$ cat config.mk
export PLATFORM = sky130hd
export DESIGN_NAME = scan_channel_select
export DESIGN_NICKNAME = d
export VERILOG_FILES = /design/src/common/scan_select_pkg.sv /design/src/common/scan_edge_if.sv /design/src/logic/scan_edge_detect.sv /design/src/logic/scan_channel_select.sv
export SDC_FILE = /design/constraint.sdc
export NUM_CORES = 1
export LEC_CHECK = 0
export BUFFER_PORTS_ARGS = -buffer_cell sky130_fd_sc_hd__buf_2
export CORE_ASPECT_RATIO = 0.75
export CORE_MARGIN = 1
export CORE_UTILIZATION = 26
export DETAILED_ROUTE_END_ITERATION = 8
export GPL_ROUTABILITY_DRIVEN = 0
export PLACE_DENSITY = 0.59
export SLEW_MARGIN = 20
export SYNTH_ARGS = -nofsm -noshare
export SYNTH_HDL_FRONTEND = slang
export SYNTH_HIERARCHICAL = 1
export SYNTH_SLANG_ARGS = --single-unit
$ cat constraint.sdc
create_clock -name mclk -period 1.8 [get_ports mclk]
set_clock_uncertainty 0.15 [all_clocks]
set_input_delay 0 -clock mclk [delete_from_list [all_inputs] [get_ports mclk]]
set_output_delay 0 -clock mclk [all_outputs]
set_load 0.01 [all_outputs]
$ cat src/common/scan_select_pkg.sv
// Purpose: Shared constants, mode type and helpers for the channel-select logic
// Assumes: Three-bit channel counter, eight amplifier channels
// Notes:   Raw mode codes other than single or scan decode to parallel
package scan_select_pkg;

    localparam int        CHAN_W           = 3;
    localparam int        CHAN_NUM         = 8;
    localparam int        MODE_W           = 2;

    localparam logic [2:0] CHAN_ZERO       = 3'h0;
    localparam logic [2:0] CHAN_LAST       = 3'h7;
    localparam logic [2:0] CHAN_STEP       = 3'h1;

    localparam logic [1:0] MODE_CODE_SINGLE = 2'h1;
    localparam logic [1:0] MODE_CODE_SCAN   = 2'h2;

    localparam logic       CFG_CLEAR_BIT   = 1'h0;
    localparam logic       TRIG_DRIVE_LVL  = 1'h0;

    typedef enum logic [1:0]
    {
        mode_parallel,
        mode_single,
        mode_scan
    } mode_t;

    function automatic mode_t decode_mode(input logic [1:0] raw);
        mode_t m;
        m = mode_parallel;
        if (raw == MODE_CODE_SINGLE)
        begin
            m = mode_single;
        end
        else if (raw == MODE_CODE_SCAN)
        begin
            m = mode_scan;
        end
        return m;
    endfunction : decode_mode

    function automatic logic [2:0] next_channel(input logic [2:0] ch);
        return ch + CHAN_STEP;
    endfunction : next_channel

endpackage : scan_select_pkg

$ cat src/common/scan_edge_if.sv
// Purpose: Carries the clock-source choice and the counting edge between modules
// Assumes: One clock domain
// Notes:   count_edge is a one-cycle pulse
`timescale 1ns/100ps
interface scan_edge_if;
    logic clk_sel;
    logic count_edge;

    modport detector
    (
        input  clk_sel,
        output count_edge
    );

    modport user
    (
        output clk_sel,
        input  count_edge
    );
endinterface : scan_edge_if

$ cat src/logic/scan_edge_detect.sv
// Purpose: Rising-edge detection on the scan clock and the backplane trigger line
// Assumes: Both inputs are synchronous to mclk
// Notes:   Each source has its own history so a source switch makes no false edge
`timescale 1ns/100ps
module scan_edge_detect
    import scan_select_pkg::*;
(
    // Clock and reset
    input  wire logic      mclk,
    input  wire logic      sys_rst,
    // Clock sources
    input  wire logic      scan_clock,
    input  wire logic      backplane_trigger_line,
    // Edge carrier
    scan_edge_if.detector  edge_bus
);

    logic scan_prev_q;
    logic trig_prev_q;
    logic scan_rise;
    logic trig_rise;

    always_ff @(posedge mclk or posedge sys_rst)
    begin
        if (sys_rst)
        begin
            scan_prev_q <= CFG_CLEAR_BIT;
            // Trigger line idles released high
            trig_prev_q <= ~TRIG_DRIVE_LVL;
        end
        else
        begin
            scan_prev_q <= scan_clock;
            trig_prev_q <= backplane_trigger_line;
        end
    end

    assign scan_rise = scan_clock & ~scan_prev_q;
    assign trig_rise = backplane_trigger_line & ~trig_prev_q;

    // source select edge
    assign edge_bus.count_edge = edge_bus.clk_sel ? trig_rise : scan_rise;
endmodule : scan_edge_detect

$ cat src/logic/scan_channel_select.sv
// Purpose: Channel counter driving the output multiplexer address and enable
// Assumes: All inputs synchronous to mclk; configuration supplied as parallel bits
// Notes:   Configuration takes effect on cfg_latch; bus_reset clears it
`timescale 1ns/100ps
// Function
// Three-bit counter drives multiplexer address
// Single mode loads and holds channel
// Scan starts at configured start channel
// Scan clock or trigger, chosen by bit
// Scan control high reloads start channel
// Scan control low counts rising edges
// Counter wraps seven to zero
// Parallel mode forces channel zero
// Temperature routed only when bit set
// Shared bus: switch closed, others disabled (code closes the switch but leaves mux_enable independent of it)
// Reset selects channel zero
// Scan control reloads and gates output
// Controller holds control low during scan
// Bus reset clears whole configuration
module scan_channel_select
    import scan_select_pkg::*;
(
    // Clock and reset
    input  wire logic              mclk,
    input  wire logic              sys_rst,
    // Configuration
    input  wire logic              bus_reset,
    input  wire logic              cfg_latch,
    input  wire logic [CHAN_W-1:0] cfg_start_channel,
    input  wire logic [MODE_W-1:0] cfg_mode,
    input  wire logic              cfg_clock_source_select,
    input  wire logic              cfg_temp_read_select,
    input  wire logic              cfg_bus_switch,
    input  wire logic              cfg_trigger_drive,
    // Scan timing
    input  wire logic              scan_clock,
    input  wire logic              backplane_trigger_in,
    input  wire logic              scan_control,
    // Backplane trigger drive
    output logic                   trigger_out,
    output logic                   trigger_oe,
    // Multiplexer control
    output logic [CHAN_W-1:0]      channel_counter,
    output logic                   mux_enable,
    output logic                   temp_read_select,
    output logic                   bus_switch_close,
    output logic [MODE_W-1:0]      active_mode
);

    mode_t             mode_q;
    logic [CHAN_W-1:0] start_q;
    logic              clock_source_select_q;
    logic              temp_q;
    logic              bus_switch_q;
    logic              trig_drive_q;
    logic [CHAN_W-1:0] count_q;
    logic [CHAN_W-1:0] count_d;
    logic              mux_en_q;
    logic              mux_en_d;
    logic              temp_out_q;
    logic              bus_sw_out_q;
    logic              trig_oe_q;
    logic              count_edge;

    scan_edge_if edge_bus ();

    assign edge_bus.clk_sel = clock_source_select_q;
    assign count_edge       = edge_bus.count_edge;

    scan_edge_detect u_edge
    (
        .mclk                   (mclk),
        .sys_rst                (sys_rst),
        .scan_clock             (scan_clock),
        .backplane_trigger_line (backplane_trigger_in),
        .edge_bus               (edge_bus)
    );

    // Configuration latch
    always_ff @(posedge mclk or posedge sys_rst)
    begin
        if (sys_rst)
        begin
            mode_q                <= mode_parallel;
            start_q               <= CHAN_ZERO;
            clock_source_select_q <= CFG_CLEAR_BIT;
            temp_q                <= CFG_CLEAR_BIT;
            bus_switch_q          <= CFG_CLEAR_BIT;
            trig_drive_q          <= CFG_CLEAR_BIT;
        end
        // bus reset clears
        else if (bus_reset)
        begin
            mode_q                <= mode_parallel;
            start_q               <= CHAN_ZERO;
            clock_source_select_q <= CFG_CLEAR_BIT;
            temp_q                <= CFG_CLEAR_BIT;
            bus_switch_q          <= CFG_CLEAR_BIT;
            trig_drive_q          <= CFG_CLEAR_BIT;
        end
        else if (cfg_latch)
        begin
            mode_q                <= decode_mode(cfg_mode);
            start_q               <= cfg_start_channel;
            clock_source_select_q <= cfg_clock_source_select;
            temp_q                <= cfg_temp_read_select;
            bus_switch_q          <= cfg_bus_switch;
            trig_drive_q          <= cfg_trigger_drive;
        end
    end

    // Counter next value
    always_comb
    begin
        count_d = count_q;
        case (mode_q)
            // parallel forces zero
            mode_parallel:
            begin
                count_d = CHAN_ZERO;
            end
            // single channel hold
            mode_single:
            begin
                count_d = start_q;
            end
            mode_scan:
            begin
                // reload start
                if (scan_control)
                begin
                    count_d = start_q;
                end
                // count and wrap
                else if (count_edge)
                begin
                    count_d = next_channel(count_q);
                end
            end
            default:
            begin
                count_d = CHAN_ZERO;
            end
        endcase
    end

    // Output enable next value
    always_comb
    begin
        mux_en_d = 1'b1;
        // scan control gates output
        if (mode_q == mode_scan)
        begin
            mux_en_d = ~scan_control;
        end
    end

    // channel counter register
    always_ff @(posedge mclk or posedge sys_rst)
    begin
        if (sys_rst)
        begin
            count_q <= CHAN_ZERO;
        end
        else
        begin
            count_q <= count_d;
        end
    end

    // Output control registers
    always_ff @(posedge mclk or posedge sys_rst)
    begin
        if (sys_rst)
        begin
            mux_en_q     <= CFG_CLEAR_BIT;
            temp_out_q   <= CFG_CLEAR_BIT;
            bus_sw_out_q <= CFG_CLEAR_BIT;
        end
        else
        begin
            mux_en_q     <= mux_en_d;
            // temperature route
            temp_out_q   <= temp_q;
            // bus switch
            bus_sw_out_q <= bus_switch_q;
        end
    end

    // Scan clock onto backplane trigger, open drain
    always_ff @(posedge mclk or posedge sys_rst)
    begin
        if (sys_rst)
        begin
            trig_oe_q <= CFG_CLEAR_BIT;
        end
        else
        begin
            trig_oe_q <= trig_drive_q & ~scan_clock;
        end
    end

    assign trigger_out      = TRIG_DRIVE_LVL;
    assign trigger_oe       = trig_oe_q;
    assign channel_counter  = count_q;
    assign mux_enable       = mux_en_q;
    assign temp_read_select = temp_out_q;
    assign bus_switch_close = bus_sw_out_q;
    assign active_mode      = mode_q;
endmodule : scan_channel_select

==> results of run 1 <==
power breakdown:
| group | switching (uW) | internal, uW | leakage [uW] | total, uW |
|---|---|---|---|---|
| logic | 51.3 | 69.1 | 0.000359 | 120 |
| clock network | 128 | 157 | 0.0000228 | 284 |
| registers | 8.99 | 422 | 0.000233 | 431 |
layout by cell type (no fill, tap or decap), drive strengths merged:
master	instances
a21oi	3
a22o	3
a32o	1
buf	24
clkbuf	4
conb	1
dfrtp	17
dfstp	1
dlygate4sd3	23
ha	3
inv	8
mux2i	7
nand2	2
nand2b	5
nand3b	2
nor2	8
nor2b	1
nor3b	1
o22ai	2
o32ai	1
xnor2	1
worst max-delay path, stage by stage, from the launching register on:
cell	delay (ps)
dfrtp_1	420
inv_1	80
ha_1	220
nor3b_2	290
nor2_1	110
a22o_2	210
timing repair:
action | in CTS | in global routing
hold endpoints to repair | 31 | 0
hold buffers | 23 | 0
setup endpoints to repair | 0 | 0
metal layers:
| layer | up-vias | wire, microns | GRT usage [%] |
|---|---|---|---|
| met5 | - | 0 | 0 |
| met4 | 0 | 14 | 2.13 |
| met3 | 2 | 99 | 4.77 |
| met2 | 18 | 749 | 16.7 |
| met1 | 303 | 860 | 15.2 |
| li1 | 327 | - | - |
sequential cells by signal, summed over array words and instances (netlist names):
signal and flops:
channel_counter 3, start_q 3, active_mode 2, bus_switch_close 1, bus_switch_q 1, clock_source_select_q 1, mux_enable 1, temp_q 1
temp_read_select 1, trig_drive_q 1, trigger_oe 1, u_edge/scan_prev_q 1, u_edge/trig_prev_q 1
cells by family (layout without fill, tap and decap cells):
family / count (synthesis) / count (layout) / share of synthesized area [%]
AND/OR/NAND/NOR: 19 / 19 / 12.8
flip-flops: 18 / 18 / 56.2
buffers and inverters: 11 / 59 / 5.76
AO/OA/AOI/OAI: 10 / 10 / 10.3
multiplexers: 7 / 7 / 8.72
adder cells (fa/ha/maj): 3 / 3 / 4.67
other: 1 / 1 / 0.467
XOR/XNOR: 1 / 1 / 1.09
metrics by stage:
step | cell area [sq um] | hold WS [ps] | util, %
after global placement | 955 | -288 | 32.5
after floorplan | 803 | -410 | -
after detailed placement | 955 | -284 | 32.5
after CTS | 1230 | 89.5 | 41.9
final | 1230 | 96.4 | 41.9
after global routing | 1230 | 123 | 41.9
worst max-delay path by stage:
stage / cells past startpoint / slack (ps) / endpoint
floorplan: 5 / 310 / channel_counter[1]
global placement: 5 / 300 / channel_counter[2]
detailed placement: 5 / 240 / channel_counter[2]
CTS: 5 / 230 / channel_counter[1]
global route: 5 / 130 / channel_counter[1]
finish: 5 / 210 / channel_counter[1]
layout make-up:
type / count / area [sq um] / area share, %
sequential: 18 / 452 / 36.7
timing repair buffer: 47 / 350 / 28.5
multi-input combinational: 41 / 305 / 24.8
tap: 38 / 47.5 / 3.87
clock buffer: 4 / 45.0 / 3.66
inverter: 8 / 30.0 / 2.44
==> results.py, run 1 <==
metrics = {
    "clock_tree": {
        "numCtsBuffers": 3,
        "cts_max_level": 1,
        "post_cts_buffers": 0,
        "cts_root_buf": "clkbuf_8",
        "clockBufferDepth": 2,
        "cts_tree": "built",
        "cts.repair.resized": 0,
        "cts.clk_slew.worst_paths_ps": 70,
        "cts_sinks": 18,
        "clock_latency_ps": 250,
    },
    "placement": {
        "dp_hpwl_mm": 1.17,
        "port_buffers": 24,
        "place_inst": 129,
        "dp_slack_ps": 235,
    },
    "floorplanning": {
        "coreArea_sq_um": 2940,
        "row_count": 17,
        "initial_core_util_pct": 27.4,
        "io_pins": 26,
        "die_y_microns": 50.1,
        "die-area_sq_um": 3320,
        "die_width_microns": 66.2,
    },
    "hold_path": {
        "hold_depth": 3,
        "hp-class": "primary input to flip-flop",
        "hp-start": "cfg_latch",
        "min_to": "active_mode[1]",
    },
    "layout": {
        "antennaDiodeCount": 0,
        "areaGrowthSynthToFinish_pct": 53.1,
        "final_cells": 156,
        "nets": 138,
        "final_layout_size_suffix_gt1_share_pct": 27.1,
        "nFillCells": 303,
    },
    "sta": {
        "rsz0062_at_grt": "false",
        "fin_tns_setup_ps": 0,
        "fmax_mhz": 630,
        "setup_viol": 0,
        "worstMarginPinSlew_ps": 613,
        "slew_violations": 0,
        "setup_ws_ps": 212,
        "hold_violations": 0,
        "period_share_pct": 88.2,
        "fin_crit_ps": 1590,
        "slew_headroom_pct": 59.1,
    },
    "worst_setup_path": {
        "rr_startpoint": "active_mode[0]",
        "crit_path_end_kind": "flip-flop",
        "worst_ep_required_time_ps": 1790,
        "cp-start-kind": "flip-flop",
        "r2r_setup_slack_ps": 210,
        "crit_path_max_fanout": 5,
        "crit_path_start": "active_mode[0]",
        "crit_type": "flip-flop to flip-flop",
        "worstPathArrival_ps": 1580,
        "r2r_cells": 5,
        "r2r-end": "channel_counter[1]",
    },
    "outcome": {
        "status": "finished clean",
    },
    "yosys": {
        "yosys-top-cells-count": "dfrtp_1 (17), inv_1 (8), nor2_1 (8)",
        "yosys_most_used_dff": "dfrtp_1",
        "yosysTopAreaCell": "dfrtp_1",
        "synth.most_common_cell": "dfrtp_1",
        "syn_avg_cell_area_sq_um": 11.5,
        "synth_top_area_share_pct": 53.0,
        "syn-num-nets": 89,
        "postSynthCellCount": 70,
        "ys_ff_latch": 18,
        "synth_area_leaders": "dfrtp_1 (53%), mux2i_1 (8.7%), ha_1 (4.7%)",
        "ys_async_sr_fraction_pct": 100,
        "synth_edf_count": 0,
        "synth-seq-area-share_pct": 56.2,
        "synth_cell_types": 22,
        "yosysWarnings": 6,
        "syn-cell-area_sq_um": 803,
    },
    "grt": {
        "overflow": 0,
        "antenna_found_initial": 0,
        "grt_pass1_vias": 577,
        "grt_max_degree": 17,
        "grt.total_usage_pct": 11.2,
        "grt_first_pass_wirelength_mm": 2.70,
    },
    "detailed_routing": {
        "ant_nets": 0,
        "drc": 0,
        "drt-initial-drc-count": 18,
        "wl_mm": 1.72,
        "vias": 650,
        "wl_per_cell_microns": 11.0,
        "routed_via_density": 4.17,
        "dr.pass1.iters": 3,
    },
    "run": {
        "maxCapViolations": 0,
    },
    "power": {
        "power_uw": 836,
        "p_per_area_nw_per_um2": 680,
        "p_leak_uw": 0.000615,
        "peakVddDrop_v": 0.000288,
    },
}
(Power assumes the default switching activity.)
==> run 2: changes to the inputs <==
Settings changed: MAX_ROUTING_LAYER set to met4.
==> results.py, run 2 (synthesis gave the netlist of run 1 again) <==
metrics = {
    "outcome": {
        "status": "finished clean",
    },
    "worst_setup_path": {
        "r2r_cells": 5,
        "r2r_setup_slack_ps": 210,
        "rr_startpoint": "active_mode[0]",
        "crit_end": "channel_counter[1]",
        "cp-start-kind": "flip-flop",
        "crit_path_start": "active_mode[0]",
        "worstPathArrival_ps": 1580,
        "crit_type": "flip-flop to flip-flop",
        "r2r-end": "channel_counter[1]",
        "crit_path_max_fanout": 5,
        "worst_ep_required_time_ps": 1790,
        "crit_path_end_kind": "flip-flop",
    },
    "clock_tree": {
        "cts_sinks": 18,
        "cts_max_level": 1,
        "holdBufCountCts": 23,
        "clock_latency_ps": 250,
        "cts.clk_slew.worst_paths_ps": 70,
        "cts.repair.resized": 0,
        "post_cts_buffers": 0,
        "cts_root_buf": "clkbuf_8",
        "clockBufferDepth": 2,
        "numCtsBuffers": 3,
        "cts_tree": "built",
    },
    "detailed_routing": {
        "wl_per_cell_microns": 11.0,
        "routed_via_density": 4.18,
        "wl_mm": 1.71,
        "vias": 652,
        "ant_nets": 0,
        "drc": 0,
        "dr.pass1.iters": 3,
        "drt-initial-drc-count": 18,
    },
    "hold_path": {
        "hp-class": "primary input to flip-flop",
        "hold_depth": 3,
    },
    "floorplanning": {
        "die-area_sq_um": 3320,
        "die_width_microns": 66.2,
        "die_y_microns": 50.1,
        "initial_core_util_pct": 27.4,
        "io_pins": 26,
        "coreArea_sq_um": 2940,
        "row_count": 17,
    },
    "sta": {
        "period_share_pct": 88.2,
        "hold_violations": 0,
        "fin_tns_setup_ps": 0,
        "worstMarginPinSlew_ps": 613,
        "fin_crit_ps": 1590,
        "rsz0062_at_grt": "false",
        "fmax_mhz": 630,
        "fin_hold_ws_ps": 95.2,
        "slew_violations": 0,
        "setup_viol": 0,
        "slew_headroom_pct": 59.1,
    },
    "grt": {
        "grt.total_usage_pct": 11.5,
        "grt_max_degree": 17,
        "overflow": 0,
        "grt_first_pass_wirelength_mm": 2.70,
        "grt_pass1_vias": 576,
        "antenna_found_initial": 0,
    },
    "placement": {
        "port_buffers": 24,
        "dp_hpwl_mm": 1.17,
        "place_inst": 129,
    },
    "run": {
        "maxCapViolations": 0,
    },
    "layout": {
        "antennaDiodeCount": 0,
        "register_area_sq_um": 452,
        "nets": 138,
        "nFillCells": 303,
        "final_common_cell": "buf_2",
        "most-common-layout-cells": "buf_2 (24), dlygate4sd3_1 (23), dfrtp_1 (17), nor2_1 (8), inv_1 (8)",
        "areaGrowthSynthToFinish_pct": 53.1,
        "final_cells": 156,
        "multi_input_area_sq_um": 305,
        "final_layout_size_suffix_gt1_share_pct": 27.1,
        "final_util_pct": 41.9,
    },
    "power": {
        "peakVddDrop_v": 0.000288,
        "power_uw": 835,
        "p_per_area_nw_per_um2": 679,
        "p_leak_uw": 0.000615,
    },
}
-- run 2: cell counts in the layout (fill, tap and decap cells not counted) --
No cell type changed its count.
-- run 2: worst min path at each step --
stage,from,to,slack [ps]
floorplan,sys_rst,u_edge/scan_prev_q,-410
global placement,sys_rst,u_edge/scan_prev_q,-290
detailed placement,sys_rst,u_edge/scan_prev_q,-280
CTS,cfg_latch,active_mode[1],90
global route,cfg_latch,active_mode[1],120
finish,cfg_latch,active_mode[1],100
-- run 2: layout make-up --
cell class	instances	area share, %
clock buffers	4	3.66
inverters	8	2.44
multi-input cells	41	24.8
flip-flops and latches	18	36.7
well taps	38	3.87
repair buffers	47	28.5
-- run 2: critical path: stages (launching register included) --
cell,delay (ps)
dfrtp_1,420
inv_1,80
ha_1,220
nor3b_2,290
nor2_1,110
a22o_2,210
-- run 2: report_power, final --
group | switching, uW | internal, uW | leakage [uW] | total (uW)
logic | 51.2 | 69.1 | 0.000359 | 120
clock network | 127 | 157 | 0.0000228 | 284
registers | 8.97 | 422 | 0.000233 | 431
-- run 2: metal layers --
metal | global-route usage (%) | share of wire [%] | up-vias
li1 | - | - | 328
met1 | 15.2 | 49 | 304
met2 | 16.7 | 44 | 18
met3 | 4.77 | 5.6 | 2
met4 | 2.13 | 0.58 | 0
met5 | - | 0 | -
-- run 2: stage by stage --
stage                     setup slack [ps]  cell area [sq um]
after floorplan                        306                803
after global placement                 295                955
after detailed placement               235                955
after CTS                              226               1230
after global routing                   126               1230
final                                  212               1230
